===== config.mk =====
export PLATFORM = sky130hd
export DESIGN_NAME = ssdf_formatter
export DESIGN_NICKNAME = d
export VERILOG_FILES = /design/src/rtl/ssdf_pkg.sv /design/src/rtl/ssdf_pair_buffer.sv /design/src/rtl/ssdf_formatter.sv
export SDC_FILE = /design/constraint.sdc
export NUM_CORES = 1
export LEC_CHECK = 0
export BUFFER_PORTS_ARGS = -buffer_cell sky130_fd_sc_hd__buf_4
export CAP_MARGIN = 20
export CORE_MARGIN = 2
export CORE_UTILIZATION = 45
export CTS_CLUSTER_DIAMETER = 30
export DETAILED_ROUTE_END_ITERATION = 8
export GPL_TIMING_DRIVEN = 0
export PLACE_DENSITY = 0.77
export SETUP_SLACK_MARGIN = 0.02
export SKIP_CTS_REPAIR_TIMING = 1
export SYNTH_ARGS = -nofsm -noshare
export SYNTH_HDL_FRONTEND = slang
export SYNTH_SLANG_ARGS = --single-unit

===== constraint.sdc =====
create_clock -name clk -period 4.2 [get_ports clk]
set_input_delay 0.21 -clock clk [delete_from_list [all_inputs] [get_ports clk]]
set_output_delay 0.21 -clock clk [all_outputs]
set_load 0.02 [all_outputs]

===== src/rtl/ssdf_pkg.sv =====
// Constants, track layout lengths and state types of the soft-sector formatter.
// Assumes one byte clock domain; every byte time is marked by a tick from the channel.
package ssdf_pkg;

	// ******************************************************************
	// Track bytes
	// ******************************************************************
	localparam logic [7:0]  FILL_BYTE         = 8'h4e;
	localparam logic [7:0]  ZERO_BYTE         = 8'h00;
	localparam logic [7:0]  MARK_BYTE         = 8'ha1;
	localparam logic [7:0]  ID_SYNC           = 8'hfe;
	localparam logic [7:0]  DATA_SYNC         = 8'hf8;

	// ******************************************************************
	// Field lengths in bytes
	// ******************************************************************
	localparam logic [9:0]  LEN_PRE_GAP       = 10'h010;
	localparam logic [9:0]  LEN_PRE_ZERO      = 10'h00e;
	localparam logic [9:0]  LEN_ONE           = 10'h001;
	localparam logic [9:0]  LEN_HDR_ID        = 10'h004;
	localparam logic [9:0]  LEN_CRC           = 10'h002;
	localparam logic [9:0]  LEN_HDR_GAP       = 10'h00a;
	localparam logic [9:0]  LEN_DATA_ZERO     = 10'h00c;
	localparam logic [9:0]  LEN_DATA          = 10'h200;
	localparam logic [9:0]  LEN_TAIL          = 10'h003;
	localparam logic [9:0]  LEN_DATA_GAP      = 10'h00f;
	localparam logic [4:0]  SECTORS_PER_TRACK = 5'h11;

	// ******************************************************************
	// Header byte positions while searching
	// ******************************************************************
	localparam logic [9:0]  HB_SYNC           = 10'h000;
	localparam logic [9:0]  HB_CYL            = 10'h001;
	localparam logic [9:0]  HB_HEAD           = 10'h002;
	localparam logic [9:0]  HB_SECT           = 10'h003;
	localparam logic [9:0]  HB_LAST           = 10'h005;
	localparam int          HEAD_MSB          = 7;
	localparam int          HEAD_LSB          = 4;
	localparam int          BAD_BIT           = 3;
	localparam int          CYLHI_MSB         = 2;

	// ******************************************************************
	// Data field positions while reading
	// ******************************************************************
	localparam logic [9:0]  RD_SYNC           = 10'h000;
	localparam logic [9:0]  RD_FIRST          = 10'h001;
	localparam logic [9:0]  RD_LAST_DATA      = 10'h200;
	localparam logic [9:0]  RD_LAST           = 10'h202;
	localparam logic [1:0]  MISS_INDEX        = 2'h2;

	// ******************************************************************
	// Checksum and commands
	// ******************************************************************
	localparam logic [15:0] CRC_INIT          = 16'hffff;
	localparam logic [15:0] CRC_POLY          = 16'h1021;
	localparam logic [1:0]  OP_READ           = 2'h0;
	localparam logic [1:0]  OP_WRITE          = 2'h1;
	localparam logic [1:0]  OP_FORMAT         = 2'h2;

	typedef enum logic [4:0] {
		S_IDLE, S_WAIT_RDY, S_WAIT_IDX, S_PRE_GAP, S_PRE_ZERO,
		S_HMARK, S_HID, S_HCRC, S_HGAP,
		S_DZERO, S_DMARK, S_DF8, S_DATA, S_DCRC, S_DTAIL, S_DGAP, S_FILL,
		S_SEEK_MARK, S_SEEK_HDR, S_RD_MARK, S_RD_DATA, S_DONE
	} ssdf_state_t;

endpackage


===== src/rtl/ssdf_pair_buffer.sv =====
// Small FIFO that decouples disk read bytes from the host drain side.
// Assumes push and pop handshakes sampled on clk; data leaves from storage flops.
`timescale 1ns/1ps
module ssdf_pair_buffer #(
	parameter int WIDTH = 8,
	parameter int DEPTH = 2
) (
	input  wire logic             clk,
	input  wire logic             sys_rst,
	input  wire logic             push_valid,
	output logic                  push_ready,
	input  wire logic [WIDTH-1:0] push_data,
	output logic                  pop_valid,
	input  wire logic             pop_ready,
	output logic [WIDTH-1:0]      pop_data
);
	localparam int PW = (DEPTH > 1) ? $clog2(DEPTH) : 1;
	localparam int CW = $clog2(DEPTH + 1);
	localparam logic [CW-1:0] FULL_COUNT = CW'(DEPTH);
	localparam logic [PW-1:0] LAST_PTR   = PW'(DEPTH - 1);

	logic [WIDTH-1:0] mem [DEPTH];
	logic [PW-1:0]    wr_ptr;
	logic [PW-1:0]    rd_ptr;
	logic [CW-1:0]    count;
	wire              do_push = push_valid && push_ready;
	wire              do_pop  = pop_valid && pop_ready;

	assign push_ready = (count != FULL_COUNT);
	assign pop_valid  = (count != '0);
	assign pop_data   = mem[rd_ptr];

	always_ff @(posedge clk) begin
		if (do_push) begin
			mem[wr_ptr] <= push_data;
		end
	end

	always_ff @(posedge clk) begin
		if (sys_rst) begin
			wr_ptr <= '0;
			rd_ptr <= '0;
			count  <= '0;
		end else begin
			if (do_push) begin
				wr_ptr <= (wr_ptr == LAST_PTR) ? '0 : wr_ptr + PW'(1);
			end
			if (do_pop) begin
				rd_ptr <= (rd_ptr == LAST_PTR) ? '0 : rd_ptr + PW'(1);
			end
			count <= count + CW'(do_push) - CW'(do_pop);
		end
	end

endmodule // ssdf_pair_buffer


===== src/rtl/ssdf_formatter.sv =====
// Sector framer and command sequencer for a soft-sectored hard disk channel.
// Assumes the channel gives one byte_tick per byte time and serialises wr_data,
// and that the read channel flags each detected address mark with rd_mark.
`timescale 1ns/1ps

module ssdf_formatter (
	input  wire logic        clk,
	input  wire logic        sys_rst,
	input  wire logic        cmd_valid,
	output logic             cmd_ready,
	input  wire logic [1:0]  cmd_op,
	input  wire logic [3:0]  tgt_head,
	input  wire logic [7:0]  tgt_sector,
	input  wire logic [10:0] tgt_cyl,
	input  wire logic [1:0]  sel_req,
	input  wire logic        drive_ready,
	input  wire logic        power_fail,
	output logic [1:0]       drive_sel,
	input  wire logic        index_pulse,
	input  wire logic        byte_tick,
	output logic [7:0]       wr_data,
	output logic             wr_mark,
	output logic             wr_gate,
	input  wire logic        rd_valid,
	input  wire logic [7:0]  rd_byte,
	input  wire logic        rd_mark,
	input  wire logic        in_valid,
	input  wire logic [7:0]  in_data,
	output logic             in_ready,
	output logic             out_valid,
	output logic [7:0]       out_data,
	input  wire logic        out_ready,
	output logic             busy,
	output logic             op_done,
	output logic             record_missing_flag,
	output logic             crc_error,
	output logic             bad_sector,
	output logic             overrun
);
	// ******************************************************************
	// Helpers
	// ******************************************************************
	function automatic logic [15:0] crc_byte(input logic [15:0] c, input logic [7:0] b);
		logic [15:0] r;
		r = c ^ {b, 8'h00};
		for (int i = 0; i < 8; i++) begin
			r = r[15] ? ((r << 1) ^ ssdf_pkg::CRC_POLY) : (r << 1);
		end
		return r;
	endfunction

	function automatic logic [9:0] seg_len(input ssdf_pkg::ssdf_state_t s);
		case (s)
			ssdf_pkg::S_PRE_GAP:  seg_len = ssdf_pkg::LEN_PRE_GAP;
			ssdf_pkg::S_PRE_ZERO: seg_len = ssdf_pkg::LEN_PRE_ZERO;
			ssdf_pkg::S_HID:      seg_len = ssdf_pkg::LEN_HDR_ID;
			ssdf_pkg::S_HCRC:     seg_len = ssdf_pkg::LEN_CRC;
			ssdf_pkg::S_HGAP:     seg_len = ssdf_pkg::LEN_HDR_GAP;
			ssdf_pkg::S_DZERO:    seg_len = ssdf_pkg::LEN_DATA_ZERO;
			ssdf_pkg::S_DATA:     seg_len = ssdf_pkg::LEN_DATA;
			ssdf_pkg::S_DCRC:     seg_len = ssdf_pkg::LEN_CRC;
			ssdf_pkg::S_DTAIL:    seg_len = ssdf_pkg::LEN_TAIL;
			ssdf_pkg::S_DGAP:     seg_len = ssdf_pkg::LEN_DATA_GAP;
			default:              seg_len = ssdf_pkg::LEN_ONE;
		endcase
	endfunction

	function automatic logic is_emit(input ssdf_pkg::ssdf_state_t s);
		is_emit = (s >= ssdf_pkg::S_PRE_GAP) && (s <= ssdf_pkg::S_FILL);
	endfunction

	// ******************************************************************
	// State
	// ******************************************************************
	ssdf_pkg::ssdf_state_t state;
	ssdf_pkg::ssdf_state_t next_state;
	logic [1:0]  op;
	logic [9:0]  cnt;
	logic [4:0]  sec_cnt;
	logic [15:0] crc;
	logic [1:0]  idx_seen;
	logic        idx_q;
	logic        hdr_hit;
	logic        hdr_bad;

	wire         idx_rise   = index_pulse && !idx_q;
	wire         drive_ok   = drive_ready && (drive_sel != 2'h0);
	wire         emitting   = is_emit(state);
	wire         seg_end    = (cnt == seg_len(state) - ssdf_pkg::LEN_ONE);
	wire         op_fmt     = (op == ssdf_pkg::OP_FORMAT);
	wire         op_wr      = (op == ssdf_pkg::OP_WRITE);
	wire         searching  = (state == ssdf_pkg::S_SEEK_MARK) || (state == ssdf_pkg::S_SEEK_HDR);
	wire [15:0]  crc_rd     = crc_byte(crc, rd_byte);
	wire [15:0]  crc_mark   = crc_byte(ssdf_pkg::CRC_INIT, ssdf_pkg::MARK_BYTE);
	wire         hdr_final  = (state == ssdf_pkg::S_SEEK_HDR) && rd_valid
	                          && (cnt == ssdf_pkg::HB_LAST);
	wire         rd_final   = (state == ssdf_pkg::S_RD_DATA) && rd_valid
	                          && (cnt == ssdf_pkg::RD_LAST);
	wire         rd_badsync = (state == ssdf_pkg::S_RD_DATA) && rd_valid
	                          && (cnt == ssdf_pkg::RD_SYNC) && (rd_byte != ssdf_pkg::DATA_SYNC);
	wire         push_valid = (state == ssdf_pkg::S_RD_DATA) && rd_valid
	                          && (cnt >= ssdf_pkg::RD_FIRST) && (cnt <= ssdf_pkg::RD_LAST_DATA);
	wire         push_ready;
	wire         take_cmd   = cmd_valid && cmd_ready;

	// ******************************************************************
	// Byte to emit
	// ******************************************************************
	wire         cur_mark   = (state == ssdf_pkg::S_HMARK) || (state == ssdf_pkg::S_DMARK);
	wire         host_byte  = (state == ssdf_pkg::S_HID) || (state == ssdf_pkg::S_DATA && op_wr);
	wire [7:0]   host_val   = in_valid ? in_data : ssdf_pkg::ZERO_BYTE;
	wire [7:0]   crc_val    = (cnt == '0) ? crc[15:8] : crc[7:0];
	wire         crc_seg    = (state == ssdf_pkg::S_HCRC) || (state == ssdf_pkg::S_DCRC);
	wire         fill_seg   = (state == ssdf_pkg::S_PRE_GAP) || (state == ssdf_pkg::S_DGAP)
	                          || (state == ssdf_pkg::S_FILL) || (state == ssdf_pkg::S_DATA);
	wire [7:0]   cur_byte   = cur_mark  ? ssdf_pkg::MARK_BYTE :
	                          host_byte ? host_val :
	                          (state == ssdf_pkg::S_DF8) ? ssdf_pkg::DATA_SYNC :
	                          crc_seg   ? crc_val :
	                          fill_seg  ? ssdf_pkg::FILL_BYTE :
	                          ssdf_pkg::ZERO_BYTE;
	wire         crc_feed   = cur_mark || host_byte || (state == ssdf_pkg::S_DF8)
	                          || (state == ssdf_pkg::S_DATA);

	assign cmd_ready = (state == ssdf_pkg::S_IDLE);
	assign in_ready  = byte_tick && host_byte;
	assign busy      = (state != ssdf_pkg::S_IDLE);

	// ******************************************************************
	// Sequencer
	// ******************************************************************
	always_comb begin
		next_state = state;
		case (state)
			ssdf_pkg::S_IDLE:      if (take_cmd) next_state = ssdf_pkg::S_WAIT_RDY;
			ssdf_pkg::S_WAIT_RDY: begin
				if (drive_ok) begin
					next_state = op_fmt ? ssdf_pkg::S_WAIT_IDX :
					             (op == 2'h3) ? ssdf_pkg::S_DONE : ssdf_pkg::S_SEEK_MARK;
				end
			end
			ssdf_pkg::S_WAIT_IDX:  if (idx_rise) next_state = ssdf_pkg::S_PRE_GAP;
			ssdf_pkg::S_SEEK_MARK: begin
				if (idx_seen == ssdf_pkg::MISS_INDEX) next_state = ssdf_pkg::S_DONE;
				else if (rd_valid && rd_mark) next_state = ssdf_pkg::S_SEEK_HDR;
			end
			ssdf_pkg::S_SEEK_HDR: begin
				if (hdr_final) begin
					if (!hdr_hit) next_state = ssdf_pkg::S_SEEK_MARK;
					else if (crc_rd != '0 || hdr_bad) next_state = ssdf_pkg::S_DONE;
					else next_state = op_wr ? ssdf_pkg::S_DZERO : ssdf_pkg::S_RD_MARK;
				end
			end
			ssdf_pkg::S_RD_MARK:   if (rd_valid && rd_mark) next_state = ssdf_pkg::S_RD_DATA;
			ssdf_pkg::S_RD_DATA:   if (rd_final || rd_badsync) next_state = ssdf_pkg::S_DONE;
			ssdf_pkg::S_FILL:      if (idx_rise) next_state = ssdf_pkg::S_DONE;
			ssdf_pkg::S_DONE:      next_state = ssdf_pkg::S_IDLE;
			default: begin
				if (emitting && byte_tick && seg_end) begin
					if (state == ssdf_pkg::S_DGAP) begin
						next_state = !op_fmt ? ssdf_pkg::S_DONE :
						             (sec_cnt == ssdf_pkg::SECTORS_PER_TRACK - 5'h1) ?
						             ssdf_pkg::S_FILL : ssdf_pkg::S_HMARK;
					end else if (state == ssdf_pkg::S_HGAP) begin
						next_state = ssdf_pkg::S_DZERO;
					end else begin
						next_state = ssdf_pkg::ssdf_state_t'(state + 5'h1);
					end
				end
			end
		endcase
		if (power_fail && state != ssdf_pkg::S_IDLE) next_state = ssdf_pkg::S_IDLE;
	end

	always_ff @(posedge clk) begin
		if (sys_rst) begin
			state <= ssdf_pkg::S_IDLE;
			op    <= ssdf_pkg::OP_READ;
			idx_q <= 1'b0;
		end else begin
			state <= next_state;
			idx_q <= index_pulse;
			if (take_cmd) op <= cmd_op;
		end
	end

	// Counter restarts on every state change so each segment counts from zero
	always_ff @(posedge clk) begin
		if (sys_rst || state != next_state) begin
			cnt <= '0;
		end else if ((emitting && byte_tick) || (rd_valid && !emitting)) begin
			cnt <= cnt + 10'h001;
		end
	end

	always_ff @(posedge clk) begin
		if (sys_rst || state == ssdf_pkg::S_WAIT_IDX) begin
			sec_cnt <= '0;
		end else if (state == ssdf_pkg::S_DGAP && byte_tick && seg_end) begin
			sec_cnt <= sec_cnt + 5'h01;
		end
	end

	// Two index pulses without a matching header means the sector is absent
	always_ff @(posedge clk) begin
		if (sys_rst || !searching) begin
			idx_seen <= '0;
		end else if (idx_rise && idx_seen != ssdf_pkg::MISS_INDEX) begin
			idx_seen <= idx_seen + 2'h1;
		end
	end

	// ******************************************************************
	// Checksum and header compare
	// ******************************************************************
	always_ff @(posedge clk) begin
		if (sys_rst) begin
			crc <= ssdf_pkg::CRC_INIT;
		end else if (emitting && byte_tick && cur_mark) begin
			crc <= crc_mark;
		end else if (emitting && byte_tick && crc_feed) begin
			crc <= crc_byte(crc, cur_byte);
		end else if (!emitting && rd_valid && rd_mark) begin
			crc <= crc_mark;
		end else if (!emitting && rd_valid) begin
			crc <= crc_rd;
		end
	end

	always_ff @(posedge clk) begin
		if (sys_rst) begin
			hdr_hit <= 1'b0;
			hdr_bad <= 1'b0;
		end else if (state == ssdf_pkg::S_SEEK_HDR && rd_valid) begin
			case (cnt)
				ssdf_pkg::HB_SYNC: hdr_hit <= (rd_byte == ssdf_pkg::ID_SYNC);
				ssdf_pkg::HB_CYL:  hdr_hit <= hdr_hit && (rd_byte == tgt_cyl[7:0]);
				ssdf_pkg::HB_HEAD: begin
					hdr_hit <= hdr_hit
					           && (rd_byte[ssdf_pkg::HEAD_MSB:ssdf_pkg::HEAD_LSB] == tgt_head)
					           && (rd_byte[ssdf_pkg::CYLHI_MSB:0] == tgt_cyl[10:8]);
					hdr_bad <= rd_byte[ssdf_pkg::BAD_BIT];
				end
				ssdf_pkg::HB_SECT: hdr_hit <= hdr_hit && (rd_byte == tgt_sector);
				default:           hdr_hit <= hdr_hit;
			endcase
		end
	end

	// ******************************************************************
	// Status and interrupt
	// ******************************************************************
	// Status clears on a new command, so a stale error never blocks the next one
	always_ff @(posedge clk) begin
		if (sys_rst || take_cmd) begin
			record_missing_flag <= 1'b0;
			crc_error           <= 1'b0;
			bad_sector          <= 1'b0;
			overrun             <= 1'b0;
		end else begin
			if ((state == ssdf_pkg::S_SEEK_MARK && idx_seen == ssdf_pkg::MISS_INDEX)
			    || rd_badsync) record_missing_flag <= 1'b1;
			if ((hdr_final && hdr_hit && crc_rd != '0) || (rd_final && crc_rd != '0))
				crc_error <= 1'b1;
			if (hdr_final && hdr_hit && hdr_bad) bad_sector <= 1'b1;
			if (push_valid && !push_ready) overrun <= 1'b1;
		end
	end

	always_ff @(posedge clk) begin
		if (sys_rst) begin
			op_done <= 1'b0;
		end else begin
			op_done <= (state == ssdf_pkg::S_DONE);
		end
	end

	// ******************************************************************
	// Drive outputs
	// ******************************************************************
	always_ff @(posedge clk) begin
		if (sys_rst) begin
			drive_sel <= 2'h0;
			wr_data   <= ssdf_pkg::ZERO_BYTE;
			wr_mark   <= 1'b0;
			wr_gate   <= 1'b0;
		end else begin
			drive_sel <= power_fail ? 2'h0 : sel_req;
			if (power_fail) begin
				wr_gate <= 1'b0;
				wr_mark <= 1'b0;
			end else if (byte_tick) begin
				wr_data <= cur_byte;
				wr_mark <= emitting && cur_mark;
				wr_gate <= emitting;
			end
		end
	end

	// ******************************************************************
	// Read data buffer
	// ******************************************************************
	// The disk cannot be stalled; a full buffer is reported as overrun
	ssdf_pair_buffer #(
		.WIDTH (8),
		.DEPTH (2)
	) u_buf (
		.clk        (clk),
		.sys_rst    (sys_rst),
		.push_valid (push_valid),
		.push_ready (push_ready),
		.push_data  (rd_byte),
		.pop_valid  (out_valid),
		.pop_ready  (out_ready),
		.pop_data   (out_data)
	);
endmodule // ssdf_formatter


==> results of run 1 <==
[flip-flops by register name, indices dropped and copies added (netlist names), 5 cells and up, named ones only]
register / flops
state: 5
sec_cnt: 5
wr_data: 8
cnt: 10
crc: 16
u_buf.mem: 16
[power groups by stage]
stage	registers [mW]	clock network, mW	logic, mW
5_1_grt	1.08	0.862	2.15
4_1_cts	1.07	0.836	1.84
2_1_floorplan	1.06	0	1.39
3_3_place_gp	1.08	0	1.81
3_5_place_dp	1.09	0	1.82
6_report	1.07	0.824	1.99
[worst register-to-register path, cell delays in order, from the launching register on]
cell                         delay [ps]
sky130_fd_sc_hd__dfxtp_1            380
sky130_fd_sc_hd__buf_6              160
sky130_fd_sc_hd__clkinvlp_4         110
sky130_fd_sc_hd__nand2_1             80
sky130_fd_sc_hd__ha_2               200
sky130_fd_sc_hd__or4b_1             480
sky130_fd_sc_hd__a311o_1            330
sky130_fd_sc_hd__or4_4              460
sky130_fd_sc_hd__a2111oi_4          350
sky130_fd_sc_hd__mux2i_1            300
sky130_fd_sc_hd__nand3_2            160
sky130_fd_sc_hd__nor2_2             150
sky130_fd_sc_hd__inv_1              110
sky130_fd_sc_hd__ha_1               180
sky130_fd_sc_hd__nor2b_1            130
sky130_fd_sc_hd__nor3b_1            150
sky130_fd_sc_hd__a311o_1            270
[synth_stat cells, drive strengths merged, types with 4 or more instances]
| cell | number |
|---|---|
| nor2 | 87 |
| dfxtp | 71 |
| nand2 | 68 |
| xnor2 | 54 |
| a21oi | 45 |
| clkbuf | 41 |
| o21ai | 34 |
| xor2 | 25 |
| inv | 22 |
| ha | 20 |
| nand3 | 20 |
| nor2b | 20 |
| nor3 | 20 |
| mux2i | 17 |
| edfxtp | 16 |
| nand4 | 16 |
| a211oi | 11 |
| nand2b | 11 |
| o211ai | 11 |
| mux2 | 10 |
| nor4 | 10 |
| or3 | 9 |
| and2 | 8 |
| and3 | 7 |
| nand3b | 7 |
| a21o | 6 |
| a311o | 5 |
| a32oi | 5 |
| buf | 5 |
| or4b | 5 |
| a221oi | 4 |
| a31oi | 4 |
| nor3b | 4 |
| o21a | 4 |
| o22ai | 4 |
| o31ai | 4 |
| or2 | 4 |
[kinds of logic after synthesis]
family,count (synthesis),share of synthesized area
mux,27,0.04558
xor+xnor,80,0.1152
fa+ha+maj,20,0.04034
flops,87,0.3066
simple gates,313,0.2594
buf+inv,69,0.04316
compound gates,170,0.1898
[worst min path at each step]
| stage | startpoint | to | slack, ps | cells past startpoint |
|---|---|---|---|---|
| global placement | rd_byte[6] | u_buf.mem[0][6]$_DFFE_PP_ | 400 | 1 |
| global route | rd_byte[2] | u_buf.mem[0][2]$_DFFE_PP_ | 40 | 1 |
| detailed placement | rd_byte[6] | u_buf.mem[0][6]$_DFFE_PP_ | 410 | 1 |
| finish | rd_byte[6] | u_buf.mem[1][6]$_DFFE_PP_ | 40 | 1 |
| CTS | rd_byte[6] | u_buf.mem[1][6]$_DFFE_PP_ | 30 | 1 |
| floorplan | rd_byte[0] | u_buf.mem[0][0]$_DFFE_PP_ | 310 | 0 |
[metal layers]
metal,part of all wire,wire [um],GRT usage
met1,0.43,7981,0.3427
met2,0.44,8234,0.3859
met3,0.10,1866,0.05968
met4,0.029,546,0.08980
met5,0,0,0
[cell type report]
cell class                 count  area [um2]
buffer                        46       202.7
sequential                    87        1902
inverter                      23       90.09
clock buffer                  10       239.0
clock inverter                 6       67.56
tap                          176       220.2
timing repair buffer          88       660.6
fill                        1242        5896
multi-input combinational    610        4070
==> reports/results.tsv, run 1 <==
stage	metric	value	unit
power_and_ir_drop	pwr-share-seq	0.277	
logic_synthesis	asyncSetResetFlopFracSynth	0	
clock_network	worstSkewPairLatency	360	ps
timing	final-max-slew-violation-count	0	
power_and_ir_drop	comb_pwr_share	0.511	
setup_path	timing.critical_path.required	4440	ps
clock_network	clock_tree.htree_level_count	3	
logic_synthesis	synth.lib_cells_used.distinct	75	
clock_network	clkSlewWorstSetupHoldPaths	60	ps
setup_path	endpoint_kind	register	
clock_network	clock_tree.root_cell	sky130_fd_sc_hd__clkbuf_16	
route	detailedRoute.firstIterationViolations	663	
setup_path	crit_path_frequent_cell	sky130_fd_sc_hd__a311o_1	
timing	fin_crit_sh	0.9809	
hold_path	min_path_type	in2reg	
timing	rsz0062_at_grt	yes	
floorplan	initial_core_utilization	0.4648	
placed_design	placedInstanceArea	7009	um2
power_and_ir_drop	power_report.internal_total	2.265	mW
cells_and_area	nNetsFinal	939	
clock_network	clk_path_buf_depth	2	
floorplan	design.portCount	83	
setup_path	reg2reg_from	state[4]$_SDFF_PP0_	
logic_synthesis	synth.ff_latch_count	87	
cells_and_area	area.growth.synth_to_final	20.13	%
setup_path	critical_path_buf_inv_count	3	
placed_design	place_hpwl	14000	um
clock_network	tritoncts	yes	
setup_path	crit_start	state[4]$_SDFF_PP0_	
floorplan	num_rows	42	
timing	post-route-min-period	4120	ps
placed_design	detailedPlace.worstSlack	-700.3	ps
global_routing	wire_length_of_the_first_global_routing_pass	29040	um
timing	hold_slack	42.11	ps
global_routing	grt_pass1_vias	5626	
setup_path	cp_slowest_cell	sky130_fd_sc_hd__or4b_1	
timing	max-slew-margin-rel	0.3755	
placed_design	final_weighted_congestion_in_routability_driven_placement	0.9969	
global_routing	global_route.usage.total	0.2508	
cells_and_area	layout_common_cells	89 x sky130_fd_sc_hd__buf_4, 84 x sky130_fd_sc_hd__nor2_1, 71 x sky130_fd_sc_hd__dfxtp_1, 68 x sky130_fd_sc_hd__nand2_1, 54 x sky130_fd_sc_hd__xnor2_1	
global_routing	grt_antenna_before_repair	0	
power_and_ir_drop	power_switching_share	0.4170	
logic_synthesis	synth_ff_type	sky130_fd_sc_hd__dfxtp_1	
timing	final_hold_fails	0	
floorplan	floorplan.core_area	13350	um2
placed_design	placedCellCount	1019	
floorplan	dieHeight	121.4	um
cells_and_area	finalInstanceArea	7452	um2
route	postRouteWirelength	18630	um
power_and_ir_drop	total_power	3.884	mW
global_routing	grt_max_degree	16	
placed_design	numPortBuffers	77	
cells_and_area	fin_util	0.5583	
timing	skew	12.63	ps
timing	worst_slew_pin_slew	929.0	ps
logic_synthesis	number_of_flops_mapped_to_enable_cells_by_yosys	16	
setup_path	critical_path.top_delay_family	simple AND/OR/NAND/NOR gates	
route	drcViolationCount	0	
floorplan	die_width	121.4	um
setup_path	crit_path_max_fanout	6	
logic_synthesis	netlist.area_leader.share	0.2291	
power_and_ir_drop	power_density	521.2	nW/um2
setup_path	timing.critical_path.from_type	register	
setup_path	r2r_slack	80	ps
setup_path	worst_path_largest_cell_delay	480	ps
clock_network	clkSinkCount	87	
setup_path	cp_cell_sequence	buf_6 -> clkinvlp_4 -> nand2_1 -> ha_2 -> or4b_1 -> a311o_1 -> or4_4 -> a2111oi_4 -> mux2i_1 -> nand3_2 -> nor2_2 -> inv_1 -> ha_1 -> nor2b_1 -> nor3b_1 -> a311o_1	
logic_synthesis	synthesis.nets	840	
logic_synthesis	synthesis.area_per_instance	8.098	um2
route	drt-wirelength-per-cell	17.81	um
logic_synthesis	mappedNetlistArea	6203	um2
power_and_ir_drop	netSwitchingPower	1.620	mW
timing	setup_viol	0	
route	drt_first_pass_iters	6	
route	post_drt_via_cell_ratio	5.963	
logic_synthesis	yosysTopAreaCell	sky130_fd_sc_hd__dfxtp_1	
cells_and_area	layoutNonFillerInstCount	1046	
route	final_antenna_net_count	0	
power_and_ir_drop	leakagePower	2.834	nW
route	via_count	6237	
setup_path	path_depth	16	
timing	fin_setup_tns	0	ps
logic_synthesis	synth.yosys.seq_area_share	0.3066	
power_and_ir_drop	pwr-share-clk	0.212	
setup_path	worstRegToRegCells	16	
run	maxCapViolCount	0	
timing	timing.final.ws_setup	80.20	ps
logic_synthesis	yosysWarningCount	0	
logic_synthesis	instance_count_of_the_mapped_netlist	766	
timing	max_freq	242.7	MHz
power_and_ir_drop	irDropWorstVdd	0.3063	mV
floorplan	die_area	14740	um2
status	outcome	completed	
cells_and_area	layout.cells.most_common	sky130_fd_sc_hd__buf_4	
setup_path	criticalPathCategory	reg2reg	
setup_path	critPathArrivalTime	4360	ps
global_routing	gr-total-overflow	0	
clock_network	tritoncts.num_buffers	9	
logic_synthesis	post_synth_main_area_contributors	sky130_fd_sc_hd__dfxtp_1 23%, sky130_fd_sc_hd__edfxtp_1 7.7%, sky130_fd_sc_hd__xnor2_1 7.6%	
cells_and_area	post_route_cells_drive_above_1_share	0.1644	
cells_and_area	count_of_inserted_antenna_diode_cells	0	
Note: power is estimated with default switching activity, not from simulation.
==> run 2: changes to the inputs <==
Settings changed: BUFFER_PORTS_ARGS -buffer_cell sky130_fd_sc_hd__buf_4 to not set, CTS_CLUSTER_DIAMETER 30 to 50, DONT_BUFFER_PORTS set to 1, PLACE_DENSITY 0.77 to 0.72.
==> run 2 against run 1 <==
Global-route usage is 0.060 points higher; final cell count is 6.8% lower; wire length is 1.4% higher; combinational power is 3% lower; clock-buffer cell count shrank 1.
==> reports/results.tsv, run 2 (synthesized netlist as in run 1, its figures left out) <==
stage	metric	value	unit
route	drt_first_pass_iters	5	
clock_network	clk_path_buf_depth	2	
power_and_ir_drop	comb_pwr_share	0.514	
clock_network	clkSinkCount	87	
route	drcViolationCount	0	
power_and_ir_drop	pwr-share-clk	0.198	
floorplan	floorplan.core_area	13350	um2
route	via_count	5929	
setup_path	critPathArrivalTime	4220	ps
setup_path	critical_path.top_delay_family	compound AO/OA/AOI/OAI gates	
timing	setup_viol	0	
route	post_drt_via_cell_ratio	6.081	
setup_path	crit_start	state[4]$_SDFF_PP0_	
setup_path	timing.critical_path.required	4430	ps
cells_and_area	largest_registers	crc: 16 flops, u_buf.mem: 16 flops, cnt: 10 flops	
route	postRouteWirelength	18880	um
run	maxCapViolCount	0	
route	drt-wirelength-per-cell	19.37	um
status	outcome	completed	
global_routing	grt_max_degree	16	
timing	max-slew-margin-rel	0.3540	
floorplan	die_area	14740	um2
power_and_ir_drop	irDropWorstVdd	0.3098	mV
hold_path	min_path_type	in2reg	
timing	skew	10.24	ps
cells_and_area	nNetsFinal	868	
timing	worst_slew_pin_slew	961.1	ps
timing	final-max-slew-violation-count	0	
timing	hold_slack	0.3716	ps
timing	final_hold_fails	0	
route	final_antenna_net_count	0	
timing	max_freq	250.9	MHz
power_and_ir_drop	power_report.internal_total	2.145	mW
clock_network	clock_tree.root_cell	sky130_fd_sc_hd__clkbuf_16	
power_and_ir_drop	pwr-share-seq	0.288	
cells_and_area	post_route_cells_drive_above_1_share	0.08761	
timing	post-route-min-period	3985	ps
global_routing	grt_pass1_vias	5396	
timing	fin_setup_tns	0	ps
route	detailedRoute.firstIterationViolations	586	
power_and_ir_drop	power_density	544.8	nW/um2
setup_path	endpoint_kind	register	
floorplan	num_rows	42	
cells_and_area	filler_cell_count	1308	
setup_path	cp_slowest_cell	sky130_fd_sc_hd__or4_4	
floorplan	design.portCount	83	
global_routing	global_route.usage.total	0.2514	
setup_path	cp_cell_sequence	buf_6 -> clkbuf_4 -> buf_4 -> o21a_1 -> ha_1 -> xor2_1 -> nand3_1 -> or4_4 -> a211o_1 -> o31a_1 -> o31ai_4 -> nor2_2 -> buf_6 -> nor4b_1 -> a311o_1	
setup_path	crit_path_max_fanout	10	
global_routing	gr-total-overflow	0	
clock_network	tritoncts	yes	
hold_path	hold_path.startpoint	index_pulse	
setup_path	criticalPathCategory	reg2reg	
floorplan	die_width	121.4	um
floorplan	dieHeight	121.4	um
global_routing	grt_antenna_before_repair	1	
placed_design	final_weighted_congestion_in_routability_driven_placement	0.9407	
power_and_ir_drop	power_switching_share	0.4330	
clock_network	worstSkewPairLatency	350	ps
global_routing	wire_length_of_the_first_global_routing_pass	28790	um
timing	fin_crit_sh	0.9488	
power_and_ir_drop	leakagePower	2.466	nW
clock_network	tritoncts.num_buffers	9	
placed_design	numPortBuffers	0	
setup_path	reg2reg_from	state[4]$_SDFF_PP0_	
setup_path	timing.critical_path.from_type	register	
clock_network	clock_tree.htree_level_count	3	
placed_design	place_hpwl	13980	um
clock_network	clkSlewWorstSetupHoldPaths	60	ps
cells_and_area	layout_common_cells	84 x sky130_fd_sc_hd__nor2_1, 70 x sky130_fd_sc_hd__dfxtp_1, 68 x sky130_fd_sc_hd__nand2_1, 54 x sky130_fd_sc_hd__xnor2_1, 45 x sky130_fd_sc_hd__a21oi_1	
cells_and_area	count_of_inserted_antenna_diode_cells	0	
floorplan	initial_core_utilization	0.4648	
setup_path	crit_path_frequent_cell	sky130_fd_sc_hd__buf_6	
cells_and_area	area.growth.synth_to_final	11.94	%
setup_path	worst_path_largest_cell_delay	600	ps
setup_path	critical_path_buf_inv_count	4	
cells_and_area	layout.cells.most_common	sky130_fd_sc_hd__nor2_1	
power_and_ir_drop	netSwitchingPower	1.638	mW
run 2: final timing paths:
| path | end | slack (ps) | cells past startpoint |
|---|---|---|---|
| max | register | 210 | 15 |
| min | idx_q$_SDFF_PP0_ | 0.4 | 1 |
| max reg2reg | register | 210 | 15 |
| min reg2reg | idx_seen[1]$_SDFFE_PP0P_ | 500 | 2 |
run 2: cell type report:
| type | count | area, um2 | share of cell area |
|---|---|---|---|
| buffer | 46 | 202.7 | 0.02919 |
| clock buffer | 9 | 225.2 | 0.03243 |
| clock inverter | 7 | 47.55 | 0.006847 |
| inverter | 23 | 90.09 | 0.01297 |
| multi-input combinational | 610 | 4108 | 0.5915 |
| sequential | 87 | 1903 | 0.2741 |
| tap | 176 | 220.2 | 0.03171 |
| timing repair buffer | 17 | 147.6 | 0.02126 |
run 2: worst reg2reg max path: cells and delay by family, from the launching register on:
kind | cells | cell delay (ps)
fa+ha+maj | 1 | 290
buf+inv | 4 | 670
compound gates | 5 | 1530
flops | 1 | 330
simple gates | 4 | 910
xor+xnor | 1 | 150
run 2: metrics by stage:
stage | setup slack, ps | total power [mW] | instance area (um2) | instances | utilization
after floorplan | 115.1 | 2.446 | 6205 | 766 | -
after global placement | -674.5 | 2.835 | 6425 | 942 | 0.4813
after detailed placement | -678.2 | 2.840 | 6431 | 942 | 0.4818
after CTS | -708.3 | 3.593 | 6704 | 958 | 0.5023
after global routing | -39.02 | 4.024 | 6944 | 975 | 0.5202
final | 215.0 | 3.783 | 6944 | 975 | 0.5202
run 2: routing by layer:
layer	share of wire	global-route usage	wire length (um)	vias up
met4	0.024	0.07830	451	2
met2	0.44	0.3866	8320	323
met5	0.00069	0.01103	13	-
met3	0.11	0.08177	2036	39
li1	-	-	-	2816
met1	0.43	0.3337	8058	2749
run 2: power by group through the flow:
| stage | logic (mW) | clock network, mW | registers, mW |
|---|---|---|---|
| CTS | 1.74 | 0.764 | 1.08 |
| global route | 2.12 | 0.801 | 1.10 |
| global placement | 1.73 | 0 | 1.10 |
| detailed placement | 1.74 | 0 | 1.10 |
| floorplan | 1.39 | 0 | 1.06 |
| finish | 1.94 | 0.749 | 1.09 |
==> run 3: changes to the inputs <==
Settings changed: ABC_AREA set to 1.
==> run 3 against run 2 <==
Setup slack better by 550 ps; sequential power hardly changed; via count rose by 10%; sequential share of layout area fell by 0.21 points; fmax increased by 16%; clock skew rose by 0.97 ps; die area grew 2.7%; register-to-register slack better by 550 ps; clock-buffer cell count grew 1; global-route usage decreased by 0.25 points.
==> reports/results.tsv, run 3 <==
stage	metric	value	unit
cells_and_area	layout.cells.most_common	sky130_fd_sc_hd__nand2_1	
logic_synthesis	netlist.area_leader.share	0.2230	
global_routing	grt_antenna_before_repair	0	
cells_and_area	layout_common_cells	322 x sky130_fd_sc_hd__nand2_1, 122 x sky130_fd_sc_hd__inv_1, 93 x sky130_fd_sc_hd__nand3_1, 77 x sky130_fd_sc_hd__nor2_1, 71 x sky130_fd_sc_hd__dfxtp_1	
power_and_ir_drop	power_report.internal_total	1.911	mW
power_and_ir_drop	leakagePower	3.280	nW
global_routing	gr-total-overflow	0	
floorplan	die_area	15130	um2
route	final_antenna_net_count	0	
logic_synthesis	synthesis.area_per_instance	6.386	um2
route	drt_first_pass_iters	5	
cells_and_area	nNetsFinal	1095	
floorplan	design.portCount	83	
setup_path	timing.critical_path.from_type	register	
floorplan	die_width	123.0	um
setup_path	worstRegToRegCells	24	
logic_synthesis	yosysTopAreaCell	sky130_fd_sc_hd__dfxtp_1	
placed_design	placedInstanceArea	6599	um2
setup_path	timing.critical_path.required	4440	ps
global_routing	grt_pass1_vias	5751	
timing	final-max-slew-violation-count	0	
logic_synthesis	netlist_top_cells_count	322 x sky130_fd_sc_hd__nand2_1, 122 x sky130_fd_sc_hd__inv_1, 93 x sky130_fd_sc_hd__nand3_1, 77 x sky130_fd_sc_hd__nor2_1, 71 x sky130_fd_sc_hd__dfxtp_1	
floorplan	initial_core_utilization	0.4592	
status	outcome	completed	
clock_network	worstSkewPairLatency	350	ps
clock_network	tritoncts	yes	
placed_design	numPortBuffers	0	
clock_network	clkSlewWorstSetupHoldPaths	70	ps
setup_path	endpoint_kind	register	
power_and_ir_drop	netSwitchingPower	1.740	mW
timing	hold_slack	58.16	ps
cells_and_area	largest_registers	crc: 16 flops, u_buf.mem: 16 flops, cnt: 10 flops	
setup_path	worst_path_largest_cell_delay	480	ps
cells_and_area	area.growth.synth_to_final	9.737	%
timing	rsz0062_at_grt	no	
hold_path	min_path_type	in2reg	
floorplan	num_rows	43	
timing	max-slew-margin-rel	0.4609	
logic_synthesis	synth.lib_cells_used.distinct	48	
timing	worst_slew_pin_slew	788.3	ps
logic_synthesis	mappedNetlistArea	6374	um2
power_and_ir_drop	power_switching_share	0.4766	
setup_path	cp_slowest_cell	sky130_fd_sc_hd__dfxtp_1	
clock_network	tritoncts.num_buffers	9	
setup_path	critPathArrivalTime	3670	ps
route	postRouteWirelength	19080	um
power_and_ir_drop	pwr-share-seq	0.301	
clock_network	clkSinkCount	87	
logic_synthesis	synth.ff_latch_count	87	
timing	fin_crit_sh	0.8167	
cells_and_area	post_route_cells_drive_above_1_share	0.09357	
cells_and_area	finalInstanceArea	6994	um2
power_and_ir_drop	total_power	3.650	mW
power_and_ir_drop	pwr-share-clk	0.210	
global_routing	wire_length_of_the_first_global_routing_pass	29210	um
timing	post-route-min-period	3430	ps
clock_network	clock_tree.htree_level_count	3	
hold_path	min_delay_path_depth	2	
setup_path	criticalPathCategory	reg2reg	
logic_synthesis	synthMostInstantiatedCell	sky130_fd_sc_hd__nand2_1	
logic_synthesis	synth.yosys.seq_area_share	0.2984	
clock_network	clk_path_buf_depth	2	
route	detailedRoute.firstIterationViolations	597	
power_and_ir_drop	comb_pwr_share	0.489	
timing	skew	11.21	ps
timing	max_freq	291.5	MHz
route	post_drt_via_cell_ratio	5.421	
placed_design	place_hpwl	14900	um
timing	fin_setup_tns	0	ps
placed_design	detailedPlace.worstSlack	770.8	ps
setup_path	crit_path_frequent_cell	sky130_fd_sc_hd__nand2_1	
setup_path	crit_path_max_fanout	10	
cells_and_area	filler_cell_count	1468	
logic_synthesis	synthesis.nets	1072	
logic_synthesis	number_of_flops_mapped_to_enable_cells_by_yosys	16	
logic_synthesis	post_synth_main_area_contributors	sky130_fd_sc_hd__dfxtp_1 22%, sky130_fd_sc_hd__nand2_1 19%, sky130_fd_sc_hd__edfxtp_1 7.5%	
global_routing	grt_max_degree	16	
clock_network	clock_tree.root_cell	sky130_fd_sc_hd__clkbuf_16	
setup_path	cp_cell_sequence	inv_2 -> buf_6 -> nand2_1 -> ha_1 -> nand2_1 -> nor2_4 -> ha_1 -> xor2_1 -> nand2_1 -> nor2_1 -> nand2_1 -> nor2_4 -> nand2_2 -> nor2_4 -> o211ai_1 -> nand2_1 -> clkinv_1 -> nand3_1 -> inv_1 -> ha_1 -> nand2_1 -> nand2_1 -> nand2_1 -> o21ai_1	
route	via_count	6543	
power_and_ir_drop	power_density	521.9	nW/um2
global_routing	global_route.usage.total	0.2489	
floorplan	floorplan.core_area	13880	um2
power_and_ir_drop	irDropWorstVdd	0.3263	mV
timing	timing.final.ws_setup	769.8	ps
timing	setup_viol	0	
logic_synthesis	yosysWarningCount	0	
run	maxCapViolCount	0	
logic_synthesis	instance_count_of_the_mapped_netlist	998	
logic_synthesis	synth_ff_type	sky130_fd_sc_hd__dfxtp_1	
route	drcViolationCount	0	
logic_synthesis	asyncSetResetFlopFracSynth	0	
timing	final_hold_fails	0	
route	drt-wirelength-per-cell	15.81	um
floorplan	dieHeight	123.0	um
placed_design	final_weighted_congestion_in_routability_driven_placement	1.011	
-- run 3: cell types whose count changed in the layout (fill, tap and decap cells not counted), moves of 14 or more --
cell / delta
sky130_fd_sc_hd__o21ai_0: +15
sky130_fd_sc_hd__nand3_1: +74
sky130_fd_sc_hd__clkbuf_1: -25
sky130_fd_sc_hd__xnor2_1: -50
sky130_fd_sc_hd__inv_1: +102
sky130_fd_sc_hd__mux2i_1: -14
sky130_fd_sc_hd__nand2_1: +254
sky130_fd_sc_hd__nor2b_1: -20
sky130_fd_sc_hd__nor2_2: +17
-- run 3: final timing paths --
path                                     to                       from  slack (ps)
hold / removal           op[0]$_SDFFE_PP0P_                  cmd_op[0]          60
setup / recovery                   register        state[4]$_SDFF_PP0_         770
hold reg to reg   u_buf.rd_ptr$_SDFFE_PP0P_  u_buf.rd_ptr$_SDFFE_PP0P_         460
setup reg to reg                   register        state[4]$_SDFF_PP0_         770
-- run 3: area by class of cell --
cell class                 count  area (um2)  share of cell area
antenna                        1       2.502           0.0003578
inverter                     138       518.0             0.07406
tap                          180       225.2             0.03220
timing repair buffer          12       120.1             0.01717
multi-input combinational    757        3869              0.5531
buffer                        16       85.08             0.01216
clock buffer                  10       229.0             0.03274
sequential                    87        1902              0.2719
clock inverter                 6       43.79            0.006261
-- run 3: stage by stage --
step | cells | util
2_1_floorplan | 998 | -
3_3_place_gp | 1178 | 0.4754
3_5_place_dp | 1178 | 0.4754
4_1_cts | 1194 | 0.4950
5_1_grt | 1206 | 0.5037
6_report | 1207 | 0.5039
-- run 3: cell families after synthesis --
family / Yosys count / share of synthesized area
compound gates: 134 / 0.1237
xor+xnor: 24 / 0.03416
buf+inv: 154 / 0.09462
mux: 11 / 0.01885
flops: 87 / 0.2984
fa+ha+maj: 20 / 0.03926
simple gates: 568 / 0.3910
-- run 3: power by group through the flow --
stage / combinational, mW / sequential, mW / clock (mW)
floorplan: 1.38 / 1.06 / 0
global placement: 1.72 / 1.11 / 0
detailed placement: 1.73 / 1.11 / 0
CTS: 1.74 / 1.09 / 0.773
global route: 2.00 / 1.11 / 0.803
finish: 1.79 / 1.10 / 0.766
-- run 3: worst max-delay path, delay by kind of cell (launching register included) --
| kind | cells | cell delay [ps] |
|---|---|---|
| xor+xnor | 1 | 130 |
| compound gates | 2 | 150 |
| flops | 1 | 480 |
| fa+ha+maj | 3 | 610 |
| simple gates | 14 | 1370 |
| buf+inv | 4 | 570 |
-- run 3: routing by layer --
layer	vias to the layer above	track usage	share of wire
met5	-	0	0
met4	0	0.07528	0.020
met3	26	0.07242	0.11
met2	307	0.3860	0.43
met1	2925	0.3350	0.44
li1	3285	-	-
